File: src/shared/biu_regs.vh
// constants for the branch instruction unit
// How it works
// - short jump: two bytes, signed offset
// - long jump: three bytes, 16-bit target
// - block jump keeps upper five bits of the next address
// - three bits from opcode, eight from byte
// - indirect jump loads accumulator plus pointer
// - long call carries full 16-bit target
// - block call stays in the 2k of the next address
// - return resumes after the call
// - interrupt return also signals interrupt done
// - no interrupt active: plain return only
// - conditional branches use signed relative offset
// - zero tests look at accumulator directly
// - loop decrements operand, branches if nonzero
// - compare branches only when operands differ
// - compare clears carry when first >= second
`ifndef BIU_REGS_VH
`define BIU_REGS_VH
// opcode bytes of the handled instructions
`define BIU_OP_SHORT_JUMP 8'h80
`define BIU_OP_LONG_JUMP 8'h02
`define BIU_OP_LONG_CALL 8'h12
`define BIU_OP_SUB_RETURN 8'h22
`define BIU_OP_INT_RETURN 8'h32
`define BIU_OP_JMP_IND 8'h73
`define BIU_OP_ACC_ZERO 8'h60
`define BIU_OP_ACC_NONZERO 8'h70
`define BIU_OP_NO_OPERATION 8'h00
// block jump/call: low five opcode bits pattern
`define BIU_ABS_MASK 8'h1f
`define BIU_ABS_JMP 8'h01
`define BIU_ABS_CALL 8'h11
// decrement-branch and compare-branch opcode groups
`define BIU_LOOP_DIR 8'hd5
`define BIU_LOOP_REG_HI 5'h1b
`define BIU_CMP_HI 4'hb
`define BIU_CMP_LO_MIN 4'h4
// lengths in bytes
`define BIU_LEN1 16'h0001
`define BIU_LEN2 16'h0002
`define BIU_LEN3 16'h0003
// field positions
`define BIU_ABS_LO 11
`define BIU_ABS_HI_BIT 5
// reset values
`define BIU_PC_RST 16'h0000
`define BIU_SP_RST 4'h0
`endif

File: src/rtl/biu_stack.v
// return-address stack in flip-flops for the branch unit
`default_nettype none
module biu_stack #(
  parameter DEPTH_W = 4
) (
  input wire ref_clk, // core clock
  input wire srst, // synchronous reset, active high
  input wire ce, // clock enable
  input wire push, // save push_addr
  input wire pop, // remove top entry
  input wire [15:0] push_addr, // address to save
  output wire [15:0] top_addr, // current top entry
  output wire empty // no entry stored
);
  localparam DEPTH = 1 << DEPTH_W;
  reg [15:0] mem [0:DEPTH-1];
  reg [DEPTH_W-1:0] sp;
  reg [DEPTH_W:0] count;
  wire [DEPTH_W-1:0] top_idx;

  assign top_idx = sp - {{(DEPTH_W-1){1'b0}}, 1'b1};
  assign top_addr = mem[top_idx];
  assign empty = (count == {(DEPTH_W+1){1'b0}});

  // pointer moves; overflow wraps and loses the oldest frame
  always @(posedge ref_clk) begin
    if (srst) begin
      sp <= {DEPTH_W{1'b0}};
      count <= {(DEPTH_W+1){1'b0}};
    end else if (ce) begin
      if (push) begin
        mem[sp] <= push_addr;
        sp <= sp + {{(DEPTH_W-1){1'b0}}, 1'b1};
        if (count != DEPTH[DEPTH_W:0])
          count <= count + {{DEPTH_W{1'b0}}, 1'b1};
      end else if (pop && !empty) begin
        sp <= top_idx;
        count <= count - {{DEPTH_W{1'b0}}, 1'b1};
      end
    end
  end
endmodule
`default_nettype wire

File: src/rtl/biu_branch_unit.v
// program-flow decoder: jumps, calls, returns and branches
`include "biu_regs.vh"
`default_nettype none
module biu_branch_unit #(
  parameter STACK_W = 4
) (
  input wire ref_clk, // core clock, 20 mhz
  input wire srst, // synchronous reset, active high
  input wire ce, // clock enable, freezes all state when low
  input wire exec, // one-cycle strobe: execute instruction
  input wire [7:0] op, // opcode byte
  input wire [7:0] byte1, // second instruction byte
  input wire [7:0] byte2, // third instruction byte
  input wire [15:0] pc_in, // address of the opcode
  input wire [7:0] acc, // accumulator
  input wire [15:0] data_pointer, // data pointer register
  input wire [7:0] opnd_a, // first operand / loop counter byte
  input wire [7:0] opnd_b, // second operand byte of compare
  input wire carry_in, // current carry flag
  input wire int_active, // an interrupt is in progress
  output reg [15:0] pc_out, // next program counter
  output reg pc_valid, // pulse: pc_out valid
  output reg taken, // pulse: flow changed
  output reg carry_out, // carry after compare
  output reg carry_we, // pulse: write carry_out
  output reg [7:0] dec_out, // decremented loop byte
  output reg dec_we, // pulse: write dec_out back
  output reg int_done, // pulse: interrupt finished
  output reg stack_empty // return stack holds nothing
);

  ////////////////////////////////////////////////////////////////
  // decode
  wire is_short = (op == `BIU_OP_SHORT_JUMP);
  wire is_long = (op == `BIU_OP_LONG_JUMP);
  wire is_long_call = (op == `BIU_OP_LONG_CALL);
  wire is_sub_return = (op == `BIU_OP_SUB_RETURN);
  wire is_int_return = (op == `BIU_OP_INT_RETURN);
  wire is_ind = (op == `BIU_OP_JMP_IND);
  wire is_acc_zero_br = (op == `BIU_OP_ACC_ZERO);
  wire is_acc_nz_br = (op == `BIU_OP_ACC_NONZERO);
  wire is_block_jump = ((op & `BIU_ABS_MASK) == `BIU_ABS_JMP);
  wire is_block_call = ((op & `BIU_ABS_MASK) == `BIU_ABS_CALL);
  wire is_loop_dir = (op == `BIU_LOOP_DIR);
  wire is_loop_reg = (op[7:3] == `BIU_LOOP_REG_HI);
  wire is_loop = is_loop_dir | is_loop_reg;
  wire is_compare = (op[7:4] == `BIU_CMP_HI) &&
                    (op[3:0] >= `BIU_CMP_LO_MIN);

  ////////////////////////////////////////////////////////////////
  // instruction length and next address
  reg [15:0] len;
  always @* begin
    if (is_long || is_long_call || is_compare || is_loop_dir)
      len = `BIU_LEN3;
    else if (is_short || is_block_jump || is_block_call ||
             is_acc_zero_br || is_acc_nz_br || is_loop_reg)
      len = `BIU_LEN2;
    else
      len = `BIU_LEN1;
  end
  wire [15:0] next_seq = pc_in + len;

  // relative offset byte: last byte of the instruction
  wire [7:0] rel = (is_compare || is_loop_dir) ? byte2 : byte1;
  wire [15:0] rel_target = next_seq + {{8{rel[7]}}, rel};
  wire [15:0] abs_target = {next_seq[15:`BIU_ABS_LO],
                            op[7:`BIU_ABS_HI_BIT], byte1};
  wire [15:0] long_target = {byte1, byte2};
  wire [15:0] ind_target = data_pointer + {8'h00, acc};

  ////////////////////////////////////////////////////////////////
  // return stack
  wire [15:0] stk_top;
  wire stk_empty;
  wire do_call = exec & (is_long_call | is_block_call);
  wire do_ret = exec & (is_sub_return | is_int_return);
  // push follow-on address, pop on return
  biu_stack #(
    .DEPTH_W(STACK_W)
  ) u_stack (
    .ref_clk(ref_clk),
    .srst(srst),
    .ce(ce),
    .push(do_call),
    .pop(do_ret),
    .push_addr(next_seq),
    .top_addr(stk_top),
    .empty(stk_empty)
  );

  ////////////////////////////////////////////////////////////////
  // conditions
  wire [7:0] dec_val = opnd_a - 8'h01;
  wire acc_zero = (acc == 8'h00);
  wire loop_go = (dec_val != 8'h00);
  wire cmp_go = (opnd_a != opnd_b);
  wire cmp_lt = (opnd_a < opnd_b);

  ////////////////////////////////////////////////////////////////
  // next-state selection
  reg [15:0] next_pc;
  reg next_taken;
  always @* begin
    next_pc = next_seq;
    next_taken = 1'b0;
    if (is_short) begin
      next_pc = rel_target;
      next_taken = 1'b1;
    end else if (is_long || is_long_call) begin
      next_pc = long_target;
      next_taken = 1'b1;
    end else if (is_block_jump || is_block_call) begin
      next_pc = abs_target;
      next_taken = 1'b1;
    end else if (is_ind) begin
      next_pc = ind_target;
      next_taken = 1'b1;
    end else if (is_sub_return || is_int_return) begin
      next_pc = stk_top;
      next_taken = 1'b1;
    end else if ((is_acc_zero_br && acc_zero) ||
                 (is_acc_nz_br && !acc_zero) ||
                 (is_loop && loop_go) || (is_compare && cmp_go)) begin
      next_pc = rel_target;
      next_taken = 1'b1;
    end
  end

  ////////////////////////////////////////////////////////////////
  // registered outputs; strobes last one enabled cycle
  always @(posedge ref_clk) begin
    if (srst) begin
      pc_out <= `BIU_PC_RST;
      pc_valid <= 1'b0;
      taken <= 1'b0;
      carry_out <= 1'b0;
      carry_we <= 1'b0;
      dec_out <= 8'h00;
      dec_we <= 1'b0;
      int_done <= 1'b0;
      stack_empty <= 1'b1;
    end else if (ce) begin
      stack_empty <= stk_empty;
      pc_valid <= exec;
      taken <= exec & next_taken;
      carry_we <= exec & is_compare;
      dec_we <= exec & is_loop;
      int_done <= exec & is_int_return & int_active;
      if (exec) begin
        pc_out <= next_pc;
        if (is_loop)
          dec_out <= dec_val;
        if (is_compare)
          carry_out <= cmp_lt;
        else
          carry_out <= carry_in;
      end
    end
  end
endmodule
`default_nettype wire

File: config.mk
export PLATFORM = sky130hd
export DESIGN_NAME = biu_branch_unit
export DESIGN_NICKNAME = d
export VERILOG_FILES = /design/src/rtl/biu_stack.v /design/src/rtl/biu_branch_unit.v
export VERILOG_INCLUDE_DIRS = /design/src /design/src/shared
export SDC_FILE = /design/constraint.sdc
export NUM_CORES = 1
export LEC_CHECK = 0
export BUFFER_PORTS_ARGS = -buffer_cell sky130_fd_sc_hd__buf_2
export CAP_MARGIN = 20
export CORE_MARGIN = 1
export CORE_UTILIZATION = 48
export DETAILED_ROUTE_END_ITERATION = 8
export GPL_ROUTABILITY_DRIVEN = 0
export GPL_TIMING_DRIVEN = 0
export PLACE_DENSITY = 0.66
export SYNTH_ARGS = -nofsm -noshare
export SYNTH_HDL_FRONTEND = slang
export SYNTH_SLANG_ARGS = --single-unit
File: constraint.sdc
create_clock -name ref_clk -period 6.2 [get_ports ref_clk]
set_clock_uncertainty 0.15 [all_clocks]
set_input_delay 0.62 -clock ref_clk [delete_from_list [all_inputs] [get_ports ref_clk]]
set_output_delay 0.62 -clock ref_clk [all_outputs]
set_load 0.05 [all_outputs]
==> results of run 1 <==
## state kept, by name, indices dropped and copies added, names as in the netlist
| signal | count |
|---|---|
| carry_we | 1 |
| int_done | 1 |
| dec_out | 8 |
| stack_empty | 1 |
| taken | 1 |
| carry_out | 1 |
| dec_we | 1 |
| u_stack.mem | 256 |
| pc_valid | 1 |
| u_stack.sp | 4 |
| pc_out | 16 |
| u_stack.count | 5 |
## final cells by class
cell class	count	share of cell area, %
well taps	390	2.856
flip-flops and latches	296	49.69
clock buffers	32	4.563
repair buffers	139	4.797
multi-input cells	671	34.64
clock inverters	24	1.414
diodes	1	0.01465
inverters	33	0.7617
plain buffers	51	1.267
## routing by layer
layer  vias to the layer above  global-route usage [%]  wire [um]
met5                         -                       0          0
met4                         0                   8.010       1167
met3                        83                   3.544       2961
met1                      4929                   34.49      16330
met2                       475                   41.93      18700
li1                       4477                       -          -
## worst paths after layout
kind                               from                       to  slack (ns)  cells after the start
max                               op[5]  pc_out[11]$_SDFFE_PP0P_        0.46                     19
min                           opnd_a[0]  dec_out[0]$_SDFFE_PP0P_        0.14                      2
max reg2reg  u_stack.sp[0]$_SDFFE_PP0P_  pc_out[12]$_SDFFE_PP0P_        1.15                     14
min reg2reg          taken$_SDFFE_PP0P_       taken$_SDFFE_PP0P_        0.32                      2
## cells in the final DEF (no fill, tap or decap), drive strengths merged, types with 11 or more instances in the layout
cell type | Yosys | layout
nand2b | 11 | 11
nand2 | 62 | 62
a21oi | 47 | 47
dfxtp | 40 | 40
edfxtp | 256 | 256
xnor2 | 37 | 37
ha | 41 | 41
mux2i | 18 | 18
a211oi | 23 | 23
nor3 | 23 | 23
clkinv | 0 | 13
nor4 | 12 | 12
xor2 | 25 | 25
o21ai | 32 | 32
nand3 | 22 | 22
mux4 | 77 | 77
clkbuf | 34 | 66
buf | 17 | 156
nor2 | 80 | 80
a21o | 13 | 13
inv | 33 | 36
## worst max-delay path: cells and delay by family
family | cells | cell delay (ns)
buffers and inverters | 3 | 0.89
adders and majority gates | 3 | 1.05
muxes | 1 | 0.08
xor gates and xnor gates | 1 | 0.53
and+or+nand+nor | 6 | 1.20
AOI/OAI and AO/OA | 5 | 1.72
## power breakdown
part / internal, mW / leakage (nW) / switching, mW / total [mW]
logic: 0.172 / 2.88 / 0.309 / 0.482
clock network: 1.08 / 0.491 / 0.785 / 1.87
registers: 2.19 / 2.63 / 0.00678 / 2.19
total: 3.44 / 6.00 / 1.10 / 4.54
## per-stage QoR
step / setup slack (ns) / TNS, ns / total power, mW
after CTS: 0.4171 / 0 / 4.550
after global placement: -0.9885 / -68.46 / 2.694
after global routing: 0.1525 / 0 / 4.677
final: 0.4644 / 0 / 4.541
after floorplan: 0.8151 / 0 / 2.541
after detailed placement: -0.1785 / -0.4375 / 2.706
## what timing repair did
item	4_1_cts	5_1_grt
buffers inserted	0	1
setup endpoints to repair	0	3
gates resized for setup	0	3
endpoints found under the hold margin	0	0
## cell families (layout without fill, tap and decap cells)
| logic type | count (synthesis) | in the layout | share of synthesized area [%] |
|---|---|---|---|
| and+or+nand+nor | 263 | 263 | 8.724 |
| xor gates and xnor gates | 62 | 62 | 3.708 |
| muxes | 102 | 102 | 13.70 |
| adders and majority gates | 46 | 46 | 4.127 |
| DFF | 296 | 296 | 57.97 |
| buffers and inverters | 84 | 279 | 2.341 |
| other | 0 | 1 | 0 |
| AOI/OAI and AO/OA | 198 | 198 | 9.434 |
==> impl_results.md, run 1 <==
- Fin. max-slew vios: 0
- CP Capture Type: flop
- FMAX: approximately 0.17 GHz
- CTS tree: built
- First-pass GRT wire length: 58.51 mm
- CP max FO: 18
- Clk slew on worst S/H paths: 0.07 ns
- Clk root buf: clkbuf_16
- Final setup viols: 0
- Slowest cell on crit path: a2111oi_0
- Prevailing post-synth register cell: edfxtp_1
- DRT Pass-1 Iters: 7
- CP Cell Sequence: buf_2 > clkbuf_1 > or4_1 > clkbuf_1 > nand2_1 > a211oi_1 > ha_1 > fa_1 > nand2_1 > nor3_1 > nand3_1 > xnor2_4 > ha_1 > a21oi_1 > nand2b_1 > mux2i_1 > a2111oi_0 > o311a_1 > a2bb2oi_1
- Antenna Violating Nets Remaining: 0
- Pwr dens: 265.8 nW/um2
- Post-synth top area cell: edfxtp_1
- Port-buffer cells: 115
- # DRC: 0
- Max clock buf depth: 3
- RSZ-0062 raised after global routing: false
- Core Util, Final: between 50% and 60%
- # fillers: ~2400
- Min Tclk post-route: 5.736 ns
- Worst hold slack: 0.1404 ns
- Synth Instances: around 1100
- Initial antenna violation count: 2
- VDD IR max: 0.0002244 V
- DR WL/cell: 23.92 um
- Synth Cell Area: 14640 um2
- Core area: 29800 um2
- Max transition margin: between 20% and 30%
- CTS Sinks: 296
- Total track usage: 25.28%
- Cts bufs inserted: 31
- Final Hold Fails: 0
- Max-cap viol count: 0
- Nets@finish: 1354
- Post-route cell area: 17080 um2
- Required time worst endpoint: 6.56 ns
- Sequential cell area: 8488 um2
- Synth Register Bits: a little under 300
- Async set-reset flop share out of synthesis: 0%
- # H-tree levels: 1
- Placed cells: 1579
- Number of global-route vias before repair: approximately 9600
- Count leader, synth: edfxtp_1
- Starting Density: between 40 and 50%
- # rows: 63
- Critical path class: input pin to flop
- Share of cells above drive strength 1: 25.68%
- Register area share after synthesis: 57.97%
- Leakage: 6.001 nW
- IO Count: ~120
- Critical Path Start Type: input pin
- Pin count of the biggest net entering global routing: 22
- Worst Tran Pin Value: 1.158 ns
- Clock Latency Late Sink: 0.56 ns
- Die width: 176.7 um
- Multi-input gate area: 5918 um2
- Status: complete, no violations
- Fin crit share: 92.51%
- Die area: 31210 um2
- Synth warn: 0
- Area post-placement: 16030 um2
- Initial DRC count: 1144
- Yosys top cell area share: between 50 and 60%
- Worst hold path class: input pin to flop
- Data arrival time of the worst path: 6.09 ns
- CP peak stage delay: 0.56 ns
- Commonest cells in the netlist: 256 x edfxtp_1, 79 x nor2_1, 77 x mux4_2, 62 x nand2_1, 46 x a21oi_1
- CTS Hold Buffers Added: 0
- Count of flip-flops with a built-in enable after synthesis: 256
- Area growth syn-to-layout: 16.67%
- Total congestion overflow: 0
- Vias per Instance: 6.087
- Final cell count without fillers: 1637
- Syn_area_per_cell: 13.93 um2
- Post-Route WL: 39.16 mm
- Synth unique cells: 76
- Net Count, Synth: 1182
- HPWL after DPL: about 28 mm
- Synth area leaders: edfxtp_1 52%, mux4_2 12%, dfxtp_1 5.5%
- Die height: 176.7 um
- Via count: 9964
Note: power is estimated with default switching activity, not from simulation.
==> inputs of run 2 (changes only) <==
--- a/config.mk
+++ b/config.mk
@@ -13,7 +13,7 @@
 export DETAILED_ROUTE_END_ITERATION = 8
 export GPL_ROUTABILITY_DRIVEN = 0
 export GPL_TIMING_DRIVEN = 0
-export PLACE_DENSITY = 0.66
+export PLACE_DENSITY = 0.68
 export SYNTH_ARGS = -nofsm -noshare
 export SYNTH_HDL_FRONTEND = slang
 export SYNTH_SLANG_ARGS = --single-unit
==> run 2 against run 1 <==
Compared with the run above:
- highest routed layer unchanged
- cell count about the same
- flip-flop and latch count unchanged
- clock power down 5%
- global-route usage down 0.30 points
- first-iteration DRC count up 1.7%
- clock-buffer cell count up 8
- power down 2.2%
- combinational power about the same
- final area down 0.39%
==> impl_results.md, run 2 (synthesis results as in run 1) <==
- # DRC: 0 (unchanged)
- Die area: 31210 um2 (unchanged)
- Post-route cell area: 17020 um2 (-0.39%)
- # diodes: 0 (-1)
- Critical path class: input pin to flop
- Starting Density: 49.14% (unchanged)
- CTS Sinks: 296 (unchanged)
- First-pass GRT wire length: 57.84 mm (-1.2%)
- HPWL after DPL: 28.26 mm (-0.42%)
- CTS tree: built
- CTS Hold Buffers Added: 0 (unchanged)
- Data arrival time of the worst path: 6.23 ns (+0.14 ns)
- Cts bufs inserted: 30 (-3.2%)
- Antenna Violating Nets Remaining: 0 (unchanged)
- Cts repair resizes: 0 (unchanged)
- Required time worst endpoint: 6.47 ns (-0.09 ns)
- Pin count of the biggest net entering global routing: 22 (unchanged)
- Register bank with the most flops: u_stack.mem
- # fillers: 2393 (+0.17%)
- Status: complete, no violations
- Critical Path Start Type: input pin
- Pwr dens: 261.1 nW/um2 (-1.8%)
- Seq pwr share: 49.3% (+1.0 points)
- Total congestion overflow: 0 (unchanged)
- Vias per Instance: 6.138 (+0.84%)
- Commonest non-fill, non-tap cell in the layout: edfxtp_1
- DRT Pass-1 Iters: 5 (-2)
- Setup Fix Bufs, Post-CTS: 0 (unchanged)
- R2r endpoint: pc_out[12]$_SDFFE_PP0P_
- Initial DRC count: 1164 (+1.7%)
- Via count: 10040 (+0.78%)
- Hold Path Depth: 2 (unchanged)
- Clock share of power: 39.8% (-1.3 points)
- Area growth syn-to-layout: 16.22%
- Hold Path Sink: dec_out[0]$_SDFFE_PP0P_
- VDD IR max: 0.0002136 V (-4.8%)
- Worst Tran Pin Value: 1.120 ns (-0.03741 ns)
- Port-buffer cells: 115 (unchanged)
- Final setup viols: 0 (unchanged)
- # rows: 63 (unchanged)
- Post-Route WL: 39.02 mm (-0.35%)
- DR WL/cell: 23.85 um (-0.29%)
- Most frequent cells in the layout: 256 x edfxtp_1, 129 x buf_2, 77 x mux4_2
- Min Tclk post-route: 5.958 ns (+0.2220 ns)
- Number of global-route vias before repair: 9666 (+0.96%)
- # H-tree levels: 1 (unchanged)
- Placed cells: 1580 (+0.063%)
- Gate power share: 10.8% (+0.2 points)
- Hold_sp: opnd_a[0]
- CP max FO: 11 (-7)
- Die height: 176.7 um (unchanged)
- Share of cells above drive strength 1: 25.60% (-0.080 points)
- Largest regs: u_stack.mem x256, pc_out x16, dec_out x8
- Leakage: 5.996 nW (about the same)
- Max clock buf depth: 3 (unchanged)
- Initial antenna violation count: 0 (-2)
- Total track usage: 24.98% (-0.30 points)
- Die width: 176.7 um (unchanged)
- Max transition margin: 25.30% (+2.5 points)
- NetSw: 1.075 mW (-2.3%)
- Clk root buf: clkbuf_16
- Clk slew on worst S/H paths: 0.06 ns (about the same)
- Nets@finish: 1353 (-0.074%)
- P_int: 3.368 mW (-2.1%)
- IO Count: 117 (unchanged)
- Final Hold Fails: 0 (unchanged)
- RSZ-0062 raised after global routing: false
- Fin crit share: 96.09% (+3.6 points)
- Sw Ratio: 24.20% (-0.038 points)
- Worst hold path class: input pin to flop
- Clock Latency Late Sink: 0.58 ns (+0.02 ns)
- Core area: 29800 um2 (unchanged)
- Fin. max-slew vios: 0 (unchanged)
- R2R setup slack: 1.11 ns (-0.04 ns)
- FMAX: 0.1679 GHz (-3.7%)
- Area post-placement: 16040 um2 (about the same)
- R2R cell count: 14 (unchanged)
- Reg2reg start: u_stack.sp[0]$_SDFFE_PP0P_
- Max-cap viol count: 0 (unchanged)
- CP Capture Type: flop
- Final cell count without fillers: 1636 (-0.061%)
- Max reg flops: 256 (unchanged)
[run 2: cell count changes in the layout (fill, tap and decap cells not counted), moves of 2 or more]
cell        delta
clkbuf_2       +3
bufinv_16      -2
clkinv_2       +3
clkinv_1       -5
clkinvlp_4     -3
buf_6          +3
clkbuf_1       +4
inv_6          -2
[run 2: layer usage]
| metal | vias to the layer above | part of all wire (%) | global-route usage (%) |
|---|---|---|---|
| li1 | 4452 | - | - |
| met1 | 4951 | 41 | 32.95 |
| met2 | 522 | 48 | 41.41 |
| met3 | 117 | 7.2 | 3.243 |
| met4 | 0 | 4.4 | 11.17 |
| met5 | - | 0 | 0 |
[run 2: power groups by stage]
stage | sequential, mW | combinational, mW | clock, mW
after floorplan | 2.26 | 0.279 | 0
after global placement | 2.24 | 0.456 | 0
after detailed placement | 2.23 | 0.472 | 0
after CTS | 2.19 | 0.475 | 1.78
after global routing | 2.19 | 0.518 | 1.86
final | 2.19 | 0.482 | 1.77
[run 2: how the worst max path moves through the flow]
stage / startpoint / endpoint
floorplan: op[3] / pc_out[15]$_SDFFE_PP0P_
global placement: op[5] / pc_out[14]$_SDFFE_PP0P_
detailed placement: op[5] / pc_out[13]$_SDFFE_PP0P_
CTS: op[5] / pc_out[13]$_SDFFE_PP0P_
global route: op[3] / pc_out[15]$_SDFFE_PP0P_
finish: op[5] / pc_out[13]$_SDFFE_PP0P_
[run 2: stage by stage]
stage | utilization, % | power, mW | setup slack (ns) | hold WS, ns | TNS, ns
after floorplan | - | 2.541 | 0.8151 | 0.3164 | 0
after global placement | 52.71 | 2.691 | -0.9900 | 0.2894 | -64.73
after detailed placement | 53.83 | 2.706 | -0.2609 | 0.3019 | -0.6622
after CTS | 57.08 | 4.449 | 0.2780 | 0.1492 | 0
after global routing | 57.11 | 4.572 | 0.05035 | 0.1652 | 0
final | 57.11 | 4.443 | 0.2423 | 0.1623 | 0
[run 2: area by class of cell]
class | instances | area [um2] | area share [%]
Sequential cell | 296 | 8488 | 49.88
Multi-Input combinational cell | 671 | 5903 | 34.69
Buffer | 50 | 212.7 | 1.250
Clock inverter | 16 | 155.1 | 0.9117
Clock buffer | 40 | 813.3 | 4.779
Inverter | 33 | 126.4 | 0.7426
Timing Repair Buffer | 140 | 830.8 | 4.882
Tap cell | 390 | 488.0 | 2.867
[run 2: critical path, cell delays in order]
cell and delay (ns):
buf_2 0.11, clkbuf_1 0.41, or4_1 0.48, nand2_1 0.17, a211oi_1 0.44, nand2_1 0.18, ha_1 0.31, a21oi_1 0.64
nor2_1 0.11, xor2_1 0.46, ha_1 0.37, a21oi_1 0.13, o21ai_0 0.10, and2_1 0.20, o31a_1 0.32, a211oi_4 0.38
o31ai_4 0.15, a31oi_2 0.23, xnor2_1 0.25, a311oi_2 0.16
